[src/inc/cic_pkg.sv]
/*
 Shared constants and scale decoders for the two-stage CIC interpolator
 chain and the party that feeds and configures it.
 Assumes one system clock shared by both ends.
*/
package cic_pkg;
    // ============================================================
    // Widths
    localparam int IN_W = 13;
    localparam int S1_ACC_W = 28;
    localparam int S1_OUT_W = 13;
    localparam int S1_ORDER = 4;
    localparam int S2_ACC_W = 25;
    localparam int S2_OUT_W = 10;
    localparam int S2_ORDER = 3;
    localparam int SC1_W = 5;
    localparam int SC2_W = 6;
    localparam int R1_W = 6;
    localparam int R2_W = 7;
    localparam int MSB_W = 5;
    localparam int ADDR_W = 8;
    localparam int DATA_W = 8;
    localparam int COEF_W = 10;
    localparam int COEF_FRAC = 9;
    localparam int GAIN_W = 40;

    // ============================================================
    // Limits, offsets, reset values
    localparam logic [R1_W-1:0] R1_MAX = 6'h20;
    localparam logic [R2_W-1:0] R2_MAX = 7'h40;
    localparam logic [MSB_W-1:0] BASE_MSB = 5'h0C;
    localparam logic [ADDR_W-1:0] ADDR_SCALE1 = 8'h14;
    localparam logic [ADDR_W-1:0] ADDR_SCALE2 = 8'h15;
    localparam logic [ADDR_W-1:0] ADDR_RATE1 = 8'h16;
    localparam logic [ADDR_W-1:0] ADDR_RATE2 = 8'h17;
    localparam logic [R1_W-1:0] RST_RATE1 = 6'h04;
    localparam logic [SC1_W-1:0] RST_SCALE1 = 5'h03;
    localparam logic [R2_W-1:0] RST_RATE2 = 7'h04;
    localparam logic [SC2_W-1:0] RST_SCALE2 = 6'h03;
    localparam logic [COEF_W-1:0] RST_COEF = 10'h1FF;

    // ============================================================
    // Scale word to top bit of the passed group, first stage
    function automatic logic [MSB_W-1:0] msb1(input logic [SC1_W-1:0] s);
        if (s >= 5'h1F) return 5'h1B;
        if (s >= 5'h19) return 5'h1A;
        if (s >= 5'h14) return 5'h19;
        if (s >= 5'h0F) return 5'h18;
        if (s >= 5'h0C) return 5'h17;
        if (s >= 5'h0A) return 5'h16;
        if (s >= 5'h07) return 5'h15;
        if (s >= 5'h06) return 5'h14;
        if (s >= 5'h05) return 5'h13;
        if (s >= 5'h03) return 5'h12;
        if (s >= 5'h02) return 5'h10;
        if (s >= 5'h01) return 5'h0F;
        return 5'h0C;
    endfunction : msb1

    // Scale word to top bit of the passed group, second stage
    function automatic logic [MSB_W-1:0] msb2(input logic [SC2_W-1:0] s);
        if (s >= 6'h3F) return 5'h18;
        if (s >= 6'h2D) return 5'h17;
        if (s >= 6'h1F) return 5'h16;
        if (s >= 6'h16) return 5'h15;
        if (s >= 6'h0F) return 5'h14;
        if (s >= 6'h0B) return 5'h13;
        if (s >= 6'h07) return 5'h12;
        if (s >= 6'h05) return 5'h11;
        if (s >= 6'h03) return 5'h10;
        if (s >= 6'h02) return 5'h0F;
        if (s >= 6'h01) return 5'h0E;
        return 5'h0C;
    endfunction : msb2

    // Smallest word whose group sits one step higher; divides the gain by 2 for each bit the group top rises
    function automatic logic [SC1_W-1:0] alt1(input logic [SC1_W-1:0] s);
        logic [SC1_W-1:0] r;
        r = s;
        for (int v = 31; v >= 0; v--) begin
            if (msb1(SC1_W'(v)) > msb1(s)) r = SC1_W'(v);
        end
        return r;
    endfunction : alt1

    function automatic logic [SC2_W-1:0] alt2(input logic [SC2_W-1:0] s);
        logic [SC2_W-1:0] r;
        r = s;
        for (int v = 63; v >= 0; v--) begin
            if (msb2(SC2_W'(v)) > msb2(s)) r = SC2_W'(v);
        end
        return r;
    endfunction : alt2
endpackage : cic_pkg

[src/inc/cic_link_if.sv]
/*
 Link between the CIC interpolator chain and its feeding, configuring party.
 Assumes both ends run on the same clock and reset, passed as module ports.
*/
`timescale 1ns/1ps
interface cic_link_if;
    import cic_pkg::*;
    logic cfg_wr;
    logic [ADDR_W-1:0] cfg_addr;
    logic [DATA_W-1:0] cfg_data;
    logic smp_ready;
    logic smp_valid;
    logic [IN_W-1:0] smp_data;

    modport dev (
        input cfg_wr, cfg_addr, cfg_data, smp_valid, smp_data,
        output smp_ready
    );
    modport fir (
        output cfg_wr, cfg_addr, cfg_data, smp_valid, smp_data,
        input smp_ready
    );
endinterface : cic_link_if

[src/verilog/cic_chain_dev.sv]
/*
 Two-stage CIC interpolator chain with scale registers and a sticky
 overflow state; the device end of cic_link_if.
 Assumes the feeding party writes the control bus and keeps path gain <= 1.
*/
`timescale 1ns/1ps
module cic_chain_dev
    import cic_pkg::*;
(
    input wire logic clk,
    input wire logic rst_n,
    cic_link_if.dev lnk,
    output logic [S2_OUT_W-1:0] iq_data,
    output logic iq_valid,
    output logic ovf_lock
);
    // ============================================================
    // Control registers
    logic [SC1_W-1:0] sc1_q;
    logic [SC1_W-1:0] sc1_d;
    logic [SC2_W-1:0] sc2_q;
    logic [SC2_W-1:0] sc2_d;
    logic [R1_W-1:0] rt1_q;
    logic [R1_W-1:0] rt1_d;
    logic [R2_W-1:0] rt2_q;
    logic [R2_W-1:0] rt2_d;
    logic [R1_W-1:0] wr_r1;
    logic [R2_W-1:0] wr_r2;
    logic restart;

    always_comb begin
        sc1_d = sc1_q;
        sc2_d = sc2_q;
        rt1_d = rt1_q;
        rt2_d = rt2_q;
        restart = 1'b0;
        wr_r1 = lnk.cfg_data[R1_W-1:0];
        wr_r2 = lnk.cfg_data[R2_W-1:0];
        // Out-of-range rates clamp rather than break the divider
        if (wr_r1 == '0) wr_r1 = R1_W'(1);
        if (wr_r1 > R1_MAX) wr_r1 = R1_MAX;
        if (wr_r2 == '0) wr_r2 = R2_W'(1);
        if (wr_r2 > R2_MAX) wr_r2 = R2_MAX;
        if (lnk.cfg_wr) begin
            case (lnk.cfg_addr)
                ADDR_SCALE1: begin
                    sc1_d = lnk.cfg_data[SC1_W-1:0];
                end
                ADDR_SCALE2: begin
                    sc2_d = lnk.cfg_data[SC2_W-1:0];
                end
                ADDR_RATE1: begin
                    rt1_d = wr_r1;
                    restart = 1'b1;
                end
                ADDR_RATE2: begin
                    rt2_d = wr_r2;
                    restart = 1'b1;
                end
                default: begin
                    restart = 1'b0;
                end
            endcase
        end
    end

    always_ff @(posedge clk or negedge rst_n) begin
        if (!rst_n) begin
            sc1_q <= RST_SCALE1;
            sc2_q <= RST_SCALE2;
            rt1_q <= RST_RATE1;
            rt2_q <= RST_RATE2;
        end else begin
            sc1_q <= sc1_d;
            sc2_q <= sc2_d;
            rt1_q <= rt1_d;
            rt2_q <= rt2_d;
        end
    end

    // ============================================================
    // Rate dividers
    // Stage two steps every clock while unlocked; its input rate is clk / R2,
    // and the FIR sample rate is clk / (R1 * R2).
    logic [R1_W-1:0] cnt1_q;
    logic [R1_W-1:0] cnt1_d;
    logic [R2_W-1:0] cnt2_q;
    logic [R2_W-1:0] cnt2_d;
    logic run;
    logic en2;
    logic en1;

    always_comb begin
        run = !ovf_lock;
        en2 = run && (cnt2_q == rt2_q - R2_W'(1));
        en1 = en2 && (cnt1_q == rt1_q - R1_W'(1));
        cnt2_d = cnt2_q;
        cnt1_d = cnt1_q;
        if (restart) begin
            // Rate change mid-stream restarts the phase of both dividers
            cnt2_d = '0;
            cnt1_d = '0;
        end else if (run) begin
            cnt2_d = en2 ? '0 : cnt2_q + R2_W'(1);
            if (en2) cnt1_d = en1 ? '0 : cnt1_q + R1_W'(1);
        end
    end

    always_ff @(posedge clk or negedge rst_n) begin
        if (!rst_n) begin
            cnt1_q <= '0;
            cnt2_q <= '0;
        end else begin
            cnt1_q <= cnt1_d;
            cnt2_q <= cnt2_d;
        end
    end

    // ============================================================
    // Sample intake
    // A missing sample at the request slot is replaced by zero, so an
    // underrunning feeder costs signal, never rate.
    logic [IN_W-1:0] smp_in;

    assign lnk.smp_ready = en1;
    assign smp_in = lnk.smp_valid ? lnk.smp_data : '0;

    // ============================================================
    // Interpolator stages
    logic [S1_OUT_W-1:0] s1_out;
    logic [S2_OUT_W-1:0] s2_out;
    logic s1_ovf;
    logic s2_ovf;
    logic [MSB_W-1:0] msb_s1;
    logic [MSB_W-1:0] msb_s2;

    assign msb_s1 = msb1(sc1_q);
    assign msb_s2 = msb2(sc2_q);

    cic_stage #(
        .IW(IN_W),
        .AW(S1_ACC_W),
        .OW(S1_OUT_W),
        .ORD(S1_ORDER)
    ) u_stage1 (
        .clk(clk),
        .rst_n(rst_n),
        .in_en(en1),
        .out_en(en2),
        .in_data(smp_in),
        .msb(msb_s1),
        .out_data(s1_out),
        .ovf(s1_ovf)
    );

    cic_stage #(
        .IW(S1_OUT_W),
        .AW(S2_ACC_W),
        .OW(S2_OUT_W),
        .ORD(S2_ORDER)
    ) u_stage2 (
        .clk(clk),
        .rst_n(rst_n),
        .in_en(en2),
        .out_en(run),
        .in_data(s1_out),
        .msb(msb_s2),
        .out_data(s2_out),
        .ovf(s2_ovf)
    );

    // ============================================================
    // Overflow lock and output
    // Only rst_n clears the lock; config writes do not.
    logic ovf_d;
    logic [S2_OUT_W-1:0] iq_d;
    logic valid_d;

    always_comb begin
        ovf_d = ovf_lock | s1_ovf | s2_ovf;
        iq_d = ovf_d ? '0 : s2_out;
        valid_d = !ovf_d;
    end

    always_ff @(posedge clk or negedge rst_n) begin
        if (!rst_n) begin
            ovf_lock <= 1'b0;
            iq_data <= '0;
            iq_valid <= 1'b0;
        end else begin
            ovf_lock <= ovf_d;
            iq_data <= iq_d;
            iq_valid <= valid_d;
        end
    end
endmodule : cic_chain_dev

[src/verilog/cic_stage.sv]
/*
 One CIC interpolator section with a selectable output bit group.
 Assumes in_en only ever fires on a cycle where out_en also fires.
*/
`timescale 1ns/1ps
module cic_stage
    import cic_pkg::*;
#(
    parameter int IW = 13,
    parameter int AW = 28,
    parameter int OW = 13,
    parameter int ORD = 4
) (
    input wire logic clk,
    input wire logic rst_n,
    input wire logic in_en,
    input wire logic out_en,
    input wire logic [IW-1:0] in_data,
    input wire logic [MSB_W-1:0] msb,
    output logic [OW-1:0] out_data,
    output logic ovf
);
    // ============================================================
    // Combs at the low rate, integrators at the high rate
    logic signed [AW-1:0] dly_q [ORD];
    logic signed [AW-1:0] dly_d [ORD];
    logic signed [AW-1:0] itg_q [ORD];
    logic signed [AW-1:0] itg_d [ORD];
    logic signed [AW-1:0] cmb;
    logic signed [AW-1:0] feed;
    logic signed [AW-1:0] hi;
    logic [MSB_W-1:0] sh;
    logic [OW-1:0] out_d;
    logic ovf_d;

    always_comb begin
        cmb = {{(AW-IW){in_data[IW-1]}}, in_data};
        dly_d = dly_q;
        itg_d = itg_q;
        for (int k = 0; k < ORD; k++) begin
            if (in_en) dly_d[k] = cmb;
            cmb = cmb - dly_q[k];
        end
        // Zero stuffing between low-rate samples
        feed = in_en ? cmb : '0;
        if (out_en) begin
            itg_d[0] = itg_q[0] + feed;
            for (int k = 1; k < ORD; k++) begin
                itg_d[k] = itg_q[k] + itg_q[k-1];
            end
        end
        // Group top at msb; gain is R^(ORD-1) over 2^(msb-(OW-1))
        sh = msb - MSB_W'(OW - 1);
        hi = itg_q[ORD-1] >>> msb;
        out_d = out_data;
        ovf_d = 1'b0;
        if (out_en) begin
            out_d = OW'(itg_q[ORD-1] >>> sh);
            // Bits above the group must be pure sign
            ovf_d = (hi != '0) && (hi != '1);
        end
    end

    always_ff @(posedge clk or negedge rst_n) begin
        if (!rst_n) begin
            for (int k = 0; k < ORD; k++) begin
                dly_q[k] <= '0;
                itg_q[k] <= '0;
            end
            out_data <= '0;
            ovf <= 1'b0;
        end else begin
            dly_q <= dly_d;
            itg_q <= itg_d;
            out_data <= out_d;
            ovf <= ovf_d;
        end
    end
endmodule : cic_stage
[src/flat_wrapper.sv]
// flat-port wrapper written by rule: the top's interface ports become plain ports
module cic_chain_dev_flat import cic_pkg::*;
  (clk, rst_n, iq_data, iq_valid, ovf_lock, lnk_cfg_wr, lnk_cfg_addr, lnk_cfg_data, lnk_smp_valid, lnk_smp_data, lnk_smp_ready);
  cic_link_if lnk_i ();
  input wire logic clk;
  input wire logic rst_n;
  output logic [S2_OUT_W-1:0] iq_data;
  output logic iq_valid;
  output logic ovf_lock;
  input wire logic [$bits(lnk_i.cfg_wr)-1:0] lnk_cfg_wr;
  input wire logic [$bits(lnk_i.cfg_addr)-1:0] lnk_cfg_addr;
  input wire logic [$bits(lnk_i.cfg_data)-1:0] lnk_cfg_data;
  input wire logic [$bits(lnk_i.smp_valid)-1:0] lnk_smp_valid;
  input wire logic [$bits(lnk_i.smp_data)-1:0] lnk_smp_data;
  output wire logic [$bits(lnk_i.smp_ready)-1:0] lnk_smp_ready;
  assign lnk_i.cfg_wr = lnk_cfg_wr;
  assign lnk_i.cfg_addr = lnk_cfg_addr;
  assign lnk_i.cfg_data = lnk_cfg_data;
  assign lnk_i.smp_valid = lnk_smp_valid;
  assign lnk_i.smp_data = lnk_smp_data;
  assign lnk_smp_ready = lnk_i.smp_ready;
  cic_chain_dev u_core (.clk(clk), .rst_n(rst_n), .lnk(lnk_i), .iq_data(iq_data), .iq_valid(iq_valid), .ovf_lock(ovf_lock));
endmodule
[config.mk]
export PLATFORM = sky130hd
export DESIGN_NAME = cic_chain_dev_flat
export DESIGN_NICKNAME = d
export VERILOG_FILES = /design/src/inc/cic_pkg.sv /design/src/inc/cic_link_if.sv /design/src/verilog/cic_chain_dev.sv /design/src/verilog/cic_stage.sv /design/src/flat_wrapper.sv
export SDC_FILE = /design/constraint.sdc
export NUM_CORES = 1
export LEC_CHECK = 0
export BUFFER_PORTS_ARGS = -buffer_cell sky130_fd_sc_hd__buf_2
export CAP_MARGIN = 20
export CORE_MARGIN = 5
export CORE_UTILIZATION = 59
export DETAILED_ROUTE_END_ITERATION = 6
export PLACE_DENSITY = 0.8
export SETUP_SLACK_MARGIN = 0.5
export SLEW_MARGIN = 15
export SYNTH_ARGS = -nofsm -noshare
export SYNTH_HDL_FRONTEND = slang
export SYNTH_SLANG_ARGS = --single-unit
[constraint.sdc]
create_clock -name clk -period 8.35 [get_ports clk]
set_input_delay 0 -clock clk [delete_from_list [all_inputs] [get_ports clk]]
set_output_delay 0 -clock clk [all_outputs]
set_load 0.05 [all_outputs]
Word level (Yosys, flattened, before mapping)
Cells that the tools add are included.
Storage, ports and cells
  bits in registers: 421
  latch bits: 0
  bits in writable memories: 0
  ROM bits: 0
  input bits: 33
  memories kept: 0
Operators by class
  add/subtract/negate cells: 20
  multipliers: 0
  divide/modulo/power cells: 0
  order comparisons: 25
  eq/ne operators: 9
  shift-type cells: 4
  multiplexer cells: 236
  bitwise operators: 2
  reduce and logical (&&, ||, !) cells: 17
Operators by type and width (count)
  $mux W5: 73
  $mux W1: 148
  $add A28 B28 Y28: 4
  $sub A28 B28 Y28: 3
  $add A25 B25 Y25: 3
  $sub A25 B25 Y25: 2
  $mux W6: 6
  $mux W7: 5
  $eq A8 B5 Y1 const B: 4
  $mux W28: 1
  $ne A28 B28 Y1 const B: 1
  $reduce_bool A28 Y1: 1
  $sshr A28 B5 Y13: 1
  $sshr A28 B5 Y28: 1
  $sub A13 B13 Y14: 2
  $mux W25: 1
  $ne A25 B25 Y1 const B: 1
  $reduce_bool A25 Y1: 1
  $sshr A25 B5 Y10: 1
  $sshr A25 B5 Y25: 1
  $ge A5 B3 Y1 const B: 3
  $ge A5 B4 Y1 const B: 3
  $ge A5 B5 Y1 const B: 3
  $mux W13: 1
  27 further kinds: 43

Depth between registers and ports, before layout
Gate-level depths: netlist (run 1).
  depth after elaboration: 84
  mapped depth: 50
  depth with buffers taken out: 49

Cells and area by module
From an unflattened synthesis (run 1), not the netlist that was laid out.
Unflattened totals
  cells, all modules: 3817
  area total of the unflattened synthesis: 33211.9 µm²
Modules (own cells, without submodules)
  cic_stage (u_core.u_stage1): times used 1, cells an instance 2059, area each 17793.3 µm²
  cic_stage (u_core.u_stage2): times used 1, cells an instance 1442, area each 12563.3 µm²
  cic_chain_dev: times used 1, cells an instance 316, area each 2855.2 µm²

Least setup slack after synthesis (run 1)
OpenSTA, ideal clock, no wires.
  path kind: register to register
  start: register u_core.u_stage1.dly_q[84] (netlist bit)
  end: register u_core.u_stage1.itg_q[111] (netlist bit)
  setup time: 0.068 ns
  data arrival time: 9.020 ns
  slack: -0.738 ns
  cell stages (with the launch flop): 41
  buffers on the path: 0
  clock period less this slack: 9.088 ns
  path through: dfrtp_1 -> ha_1 -> inv_1 -> fa_1 -> fa_1 -> a21o_1 -> a21oi_1 -> o21bai_1 -> a21oi_1 -> o21ai_0 -> a21oi_1 -> nor2b_1 -> o31ai_1 -> a21oi_1 -> xor2_1 -> ha_1 -> a21o_1 -> a21o_1 -> [... 5 more ...] -> o21ai_0 -> a21oi_1 -> or2_2 -> a21oi_1 -> nor2b_1 -> a311o_1 -> a21oi_1 -> xor2_1 -> nor2_1 -> ha_1 -> nand3_1 -> or3_1 -> o211a_1 -> nor2_1 -> a31oi_2 -> or4_1 -> a41o_1 -> nand3_1
Between the ends
  cells in the longest elaborated chain, start to end: 6
Ends and longest elaborated chain
  start, declared: line cic_stage.sv:25  | logic signed [AW-1:0] dly_q [ORD];
  start signal, assigned: line cic_stage.sv:73  | dly_q <= dly_d;
  $sub A13 B13 Y14: line cic_stage.sv:42  | cmb = cmb - dly_q[k];
  $sub A28 B28 Y28 (3 in series): line cic_stage.sv:42
  $mux W28: line cic_stage.sv:45  | feed = in_en ? cmb : '0;
  $add A28 B28 Y28: line cic_stage.sv:47  | itg_d[0] = itg_q[0] + feed;
  end signal, assigned: line cic_stage.sv:74  | itg_q <= itg_d;
  end, declared: line cic_stage.sv:27  | logic signed [AW-1:0] itg_q [ORD];
Every way passes these cells.
A chain may end at the register's enable or synchronous reset.

Worst setup path after layout (run 1)
  start: register u_core.u_stage1.dly_q[85] (netlist bit)
  end: register u_core.u_stage1.itg_q[111] (netlist bit)
Same word-level chain as after synthesis.

==> impl_metrics.py, run 1 <==
metrics = {
    "outcome": {
        "status": "finished, violations left",
        "violations": "negative setup slack",
    },
    "global_routing": {
        "grt_pass1_wl_um": 128400,
        "grtUsageTotal": 0.2458,
        "antenna_found_initial": 0,
        "globalRoute.totalOverflow": 0,
        "grt_max_degree": 163,
        "grt_pass1_vias": 27594,
    },
    "worst_setup_path": {
        "cp.required_ns": 8.86,
        "cp-start-kind": "flip-flop",
        "cp_slowest_cell": "or4_1",
        "end_kind": "flip-flop",
        "critPathKind": "reg2reg",
        "slowest_delay_ns": 0.42,
        "critPathArrivalTime_ns": 9.07,
        "cp_top_family": "compound AO/OA/AOI/OAI gates",
        "crit_fanout": 6,
        "path_buf_inv": 1,
    },
    "placed_design": {
        "port_buffers": 44,
        "placed_area_mm2": 0.03417,
        "dpl.hpwl_um": 53020,
        "gp_congestion": 0.9096,
    },
    "yosys": {
        "synth_top_flop_cell": "dfrtp_1",
        "synth_edf_count": 0,
        "syn_area_per_cell_um2": 8.292,
        "syn_area_mm2": 0.03268,
        "synthArstFlopShare": 1.000,
        "yosys.area.top_type_share": 0.2986,
        "ys_ff_latch": 396,
        "synthCells": 3941,
        "yosys_warnings": 0,
        "synth_area_leaders": "dfrtp_1, ha_1, o21ai_0",
        "yosysSeqAreaShare": 0.3035,
        "yosys.area.top_type": "dfrtp_1",
        "synth.distinct_cells": 98,
        "syn_nets": 4306,
    },
    "layout": {
        "final_area_mm2": 0.03675,
        "drive_above_1_share": 0.1063,
        "nNetsFinal": 4421,
        "diodes": 0,
        "areaGrowthSynthToFinish_pct": 12.45,
        "n_fill_cell": 4316,
        "final_util": 0.6683,
        "mostFrequentLayoutCell": "nand2_1",
        "final_cell_mix": "nand2_1, o21ai_0, dfrtp_1, ha_1, inv_1",
    },
    "route": {
        "first_pass_iters": 6,
        "drt_iter0_drc": 1822,
        "drt_wl_total_um": 76300,
        "drc": 0,
        "dr_total_vias": 28473,
        "viasPerCell": 5.883,
        "drtAntennaViolNets": 0,
        "wl_per_cell_um": 15.76,
    },
    "sta": {
        "finalSetupViolCount": 1,
        "layout_min_cycle_time_ns": 8.563,
        "post-route-worst-setup-slack_ns": -0.2134,
        "clock-skew-final_ns": 0.02659,
        "rsz0062_at_grt": "true",
        "maxSlewViolCount": 0,
        "tightest_slew_ns": 1.057,
        "tns_ns": -0.2134,
        "finalHoldViolCount": 0,
        "slew_headroom": 0.2952,
        "whs_ns": 0.03349,
        "post-route-period-util": 1.026,
        "clock.fmax_mhz": 116.8,
    },
    "clock_network": {
        "cts_root_buf": "clkbuf_16",
        "clock_sinks": 396,
        "htreeDepth": 2,
        "insertion_delay_ns": 0.59,
        "cts_tree": "done",
        "numCtsBuffers": 47,
        "cts.path.max_buffers": 3,
        "clk_pin_slew_ns": 0.06,
    },
    "power": {
        "powerDensity_mw_per_mm2": 164.7,
        "peakVddDrop_mv": 0.1796,
        "leakage_nw": 17.64,
    },
    "run": {
        "drv_cap": 0,
    },
    "die": {
        "num_rows": 86,
        "die_w_um": 245.3,
        "start_util": 0.5943,
        "dieArea_mm2": 0.06019,
        "ios": 46,
        "core_mm2": 0.05499,
        "die_h_um": 245.3,
    },
    "min_path": {
        "hold_class": "in2async",
    },
}
logic make-up after synthesis:
group                    Yosys count  synth area share
AO/OA/AOI/OAI                   1200            0.2266
AND/OR/NAND/NOR                 1199            0.1688
buffers and inverters            396           0.04740
flip-flops                       396            0.3035
adder cells (fa/ha/maj)          332            0.1303
XOR/XNOR                         256           0.06930
multiplexers                     162           0.05414
worst reg2reg max path, delay by kind of cell (launching register included):
family	cells	cell delay, ns
xor gates and xnor gates	3	0.44
adders and majority gates	5	1.35
buffers and inverters	1	0.07
and+or+nand+nor	12	2.20
DFF	1	0.37
AOI/OAI and AO/OA	23	4.07
registers in the layout, summed over array words and instances, names as in the netlist:
register	cells
u_core.rt2_q	7
u_core.u_stage2.dly_q	52
u_core.u_stage1.itg_q	112
u_core.sc1_q	5
u_core.iq_data	10
u_core.ovf_lock	1
u_core.cnt1_q	6
u_core.u_stage2.itg_q	75
u_core.sc2_q	6
u_core.u_stage1.out_data	13
u_core.u_stage1.dly_q	83
u_core.iq_valid	1
u_core.u_stage1.ovf	1
u_core.u_stage2.ovf	1
u_core.cnt2_q	7
u_core.u_stage2.out_data	10
u_core.rt1_q	6
stage by stage:
stage               power, mW  instances  worst slack, ns
floorplan               3.456       3941         0.002778
global placement        3.826       4696          -0.1899
detailed placement      3.861       4696          -0.4782
CTS                     6.046       4835          -0.1899
global route            6.391       4840          -0.7481
finish                  6.052       4840          -0.2134
repair_timing:
action	in CTS	in global routing
gates cloned	0	0
endpoints found under the setup margin	10	16
gates resized for setup	35	67
hold endpoints to repair	146	0
buffers inserted	12	4
hold buffers	42	0
pin swaps	40	38
power breakdown:
| part | internal [mW] | switching, mW | total, mW | leakage (nW) |
|---|---|---|---|---|
| logic | 0.785 | 1.11 | 1.89 | 12.0 |
| registers | 1.98 | 0.0517 | 2.03 | 4.87 |
| clock network | 1.28 | 0.851 | 2.13 | 0.785 |
| total | 4.04 | 2.01 | 6.05 | 17.6 |
metal layers:
metal	wire, µm	GRT usage	share of wire
met1	32040	0.3064	0.42
met4	2688	0.08517	0.035
met2	38710	0.4457	0.51
met5	0	0	0
met3	2859	0.02446	0.037
worst paths after layout:
| check | slack (ns) | startpoint | end | cells after the start |
|---|---|---|---|---|
| min reg2reg | 0.48 | u_core.u_stage2.out_data[8]$_DFFE_PN0N_ | u_core.u_stage2.out_data[8]$_DFFE_PN0N_ | 2 |
| max in group asynchronous | 6.81 | rst_n | u_core.u_stage1.itg_q[78]$_DFFE_PN0P_ | 3 |
| max reg2reg | -0.21 | u_core.u_stage1.dly_q[85]$_DFFE_PN0P_ | u_core.u_stage1.itg_q[111]$_DFFE_PN0P_ | 44 |
| min | 0.03 | rst_n | u_core.sc2_q[2]$_DFFE_PN0P_ | 2 |
| max | -0.21 | u_core.u_stage1.dly_q[85]$_DFFE_PN0P_ | u_core.u_stage1.itg_q[111]$_DFFE_PN0P_ | 44 |
| min in group clk | 0.05 | lnk_smp_valid | u_core.u_stage1.dly_q[91]$_DFFE_PN0P_ | 5 |
Yosys cell counts (13+ instances only):
library cell	count
nand2_1	510
o21ai_0	442
dfrtp_1	390
ha_1	318
a21oi_1	271
inv_1	258
nor2_1	246
xnor2_1	133
xor2_1	121
mux2i_1	116
a21o_1	104
clkbuf_1	91
nor3_1	80
nand2b_1	61
nand3_1	61
nor2b_1	57
o21a_1	53
a211oi_1	42
o31ai_1	40
mux2_2	38
and3_1	37
a31oi_1	34
or3_1	34
a21boi_0	33
and2_1	26
buf_2	24
a211o_1	22
o211ai_1	21
o21bai_1	19
or2_2	19
fa_1	14
nand4_1	14
buf_1	13
cell type report:
cell class                 instances  area, µm²  area share
tap                              748      935.9     0.02547
sequential                       396       9921      0.2700
timing repair buffer             201       1583     0.04307
inverter                         261      982.2     0.02673
multi-input combinational       3149      21740      0.5916
clock inverter                    25      299.0    0.008138
clock buffer                      60       1285     0.03497
Note: power is estimated with default switching activity, not from simulation.
==> inputs of run 2 (changes only) <==
--- a/config.mk
+++ b/config.mk
@@ -7,10 +7,9 @@
 export LEC_CHECK = 0
 export BUFFER_PORTS_ARGS = -buffer_cell sky130_fd_sc_hd__buf_2
 export CAP_MARGIN = 20
-export CORE_MARGIN = 5
-export CORE_UTILIZATION = 59
+export CORE_UTILIZATION = 60
 export DETAILED_ROUTE_END_ITERATION = 6
-export PLACE_DENSITY = 0.8
+export PLACE_DENSITY = 0.78
 export SETUP_SLACK_MARGIN = 0.5
 export SLEW_MARGIN = 15
 export SYNTH_ARGS = -nofsm -noshare
==> constraint.sdc (replaced) <==
create_clock -name clk -period 10.1 [get_ports clk]
set_input_delay 0 -clock clk [delete_from_list [all_inputs] [get_ports clk]]
set_output_delay 0 -clock clk [all_outputs]
set_load 0.05 [all_outputs]
==> run 2 against run 1 <==
  * The flow now finishes without violations
  * Setup slack improved by 1.2 ns
  * Power decreased by 20%
  * Maximum frequency decreased by 6.4%
==> impl_metrics.py, run 2 (synthesis results as in run 1) <==
metrics = {
    "layout": {
        "largest_reg_flops": 112,
        "areaGrowthSynthToFinish_pct": 9.208,
        "regMostFlops": "u_core.u_stage1.itg_q",
        "final_cell_mix": "nand2_1, o21ai_0, dfrtp_1, ha_1, a21oi_1",
        "nNetsFinal": 4343,
        "mostFrequentLayoutCell": "nand2_1",
        "final_util": 0.6632,
        "drive_above_1_share": 0.07105,
        "reg.largest.list": "u_core.u_stage1.itg_q x112, u_core.u_stage1.dly_q x83, u_core.u_stage2.itg_q x75",
    },
    "clock_network": {
        "numCtsBuffers": 46,
        "clk_pin_slew_ns": 0.06,
        "insertion_delay_ns": 0.60,
        "cts.path.max_buffers": 3,
        "htreeDepth": 2,
        "clock_sinks": 396,
        "cts_tree": "done",
        "cts_root_buf": "clkbuf_16",
    },
    "global_routing": {
        "grtUsageTotal": 0.2597,
        "globalRoute.totalOverflow": 0,
        "antenna_found_initial": 0,
        "grt_pass1_vias": 26453,
        "grt_pass1_wl_um": 123200,
        "grt_max_degree": 149,
    },
    "die": {
        "start_util": 0.6073,
        "ios": 46,
        "die_h_um": 235.4,
        "dieArea_mm2": 0.05540,
        "num_rows": 85,
        "die_w_um": 235.4,
        "core_mm2": 0.05381,
    },
    "sta": {
        "slew_headroom": 0.3668,
        "clock-skew-final_ns": 0.01990,
        "rsz0062_at_grt": "false",
        "finalHoldViolCount": 0,
        "clock.fmax_mhz": 109.3,
        "tns_ns": 0,
        "maxSlewViolCount": 0,
        "post-route-period-util": 0.9055,
        "tightest_slew_ns": 0.9497,
        "finalSetupViolCount": 0,
        "layout_min_cycle_time_ns": 9.146,
    },
    "placed_design": {
        "port_buffers": 44,
        "gp_congestion": 0.9361,
        "dpl.hpwl_um": 51460,
    },
    "worst_setup_path": {
        "end_kind": "flip-flop",
        "cp.required_ns": 10.63,
        "slowest_delay_ns": 0.42,
        "critPathKind": "reg2reg",
        "ff2ff_path_depth": 44,
        "cp_slowest_cell": "or4_1",
        "cp-start-kind": "flip-flop",
        "critPathArrivalTime_ns": 9.68,
        "crit_fanout": 6,
    },
    "route": {
        "drt_wl_total_um": 73190,
        "wl_per_cell_um": 15.55,
        "drt_iter0_drc": 1503,
        "dr_total_vias": 27648,
        "drtAntennaViolNets": 0,
        "drc": 0,
        "viasPerCell": 5.873,
        "first_pass_iters": 7,
    },
    "min_path": {
        "hold_class": "in2async",
    },
    "run": {
        "drv_cap": 0,
    },
    "power": {
        "power.total_mw": 4.854,
        "powerDensity_mw_per_mm2": 136.0,
        "leakage_nw": 17.14,
        "peakVddDrop_mv": 0.1301,
    },
    "outcome": {
        "status": "complete, no violations",
    },
}
[run 2: cell count changes in the layout (fill, tap and decap cells not counted), moves of 6 or more]
cell / change
o21ai_1: -6
o21ai_0: +12
ha_2: -6
ha_1: +6
a21oi_2: -15
buf_4: -79
dlygate4sd3_1: +7
a21oi_1: +17
[run 2: layer usage]
metal | wire length, µm | GRT usage | share of wire
met1 | 31950 | 0.3193 | 0.44
met5 | 0 | 0 | 0
met3 | 2415 | 0.02955 | 0.033
met4 | 2048 | 0.08754 | 0.028
met2 | 36770 | 0.4701 | 0.50
[run 2: per-stage QoR]
step | hold slack [ns] | instances | area, µm² | setup slack (ns)
floorplan | -0.2956 | 3941 | 32680 | 1.012
global placement | 0.1333 | 4568 | 33420 | 0.3457
detailed placement | 0.1323 | 4568 | 33420 | 0.1188
CTS | 0.1013 | 4699 | 35470 | 0.5253
global route | 0.1493 | 4707 | 35690 | 0.3836
finish | 0.04922 | 4708 | 35690 | 0.9541
[run 2: timing repair]
item	in CTS	in global routing
gates resized for setup	6	32
hold buffers	49	0
hold endpoints to repair	157	0
cloned	0	1
endpoints found under the setup margin	1	6
buffers inserted	1	7
pin swaps	1	17
[run 2: power by group]
| part | internal (mW) | switching [mW] | leakage [nW] |
|---|---|---|---|
| Sequential | 1.64 | 0.0761 | 4.87 |
| Combinational | 0.588 | 0.838 | 11.5 |
| Clock | 1.01 | 0.701 | 0.756 |
| Total | 3.24 | 1.62 | 17.1 |
[run 2: final timing paths]
| kind | startpoint | to | slack, ns |
|---|---|---|---|
| min in group clk | lnk_cfg_data[2] | u_core.sc1_q[2]$_DFFE_PN0P_ | 0.28 |
| min reg2reg | u_core.u_stage2.dly_q[13]$_DFFE_PN0P_ | u_core.u_stage2.dly_q[13]$_DFFE_PN0P_ | 0.48 |
| max reg2reg | u_core.u_stage1.dly_q[85]$_DFFE_PN0P_ | u_core.u_stage1.itg_q[111]$_DFFE_PN0P_ | 0.95 |
| max | u_core.u_stage1.dly_q[85]$_DFFE_PN0P_ | u_core.u_stage1.itg_q[111]$_DFFE_PN0P_ | 0.95 |
| min | rst_n | u_core.iq_data[7]$_DFF_PN0_ | 0.05 |
| max in group asynchronous | rst_n | u_core.u_stage1.dly_q[11]$_DFFE_PN0P_ | 7.80 |
[run 2: cell type report]
type                    count  area (µm²)
diodes                      1       2.502
clock buffers              63        1316
clock inverters            18       217.7
fillers                  4399       18130
inverters                 261       982.2
multi-input cells        3150       21420
flip-flops and latches    396        9921
well taps                 696       870.8
repair buffers            123       958.4
[run 2: critical path: cells and delay by family, from the launching register on]
family / cells / cell delay, ns
adders and majority gates: 5 / 1.46
xor gates and xnor gates: 3 / 0.52
AOI/OAI and AO/OA: 23 / 4.31
DFF: 1 / 0.37
and+or+nand+nor: 12 / 2.33
buffers and inverters: 1 / 0.12
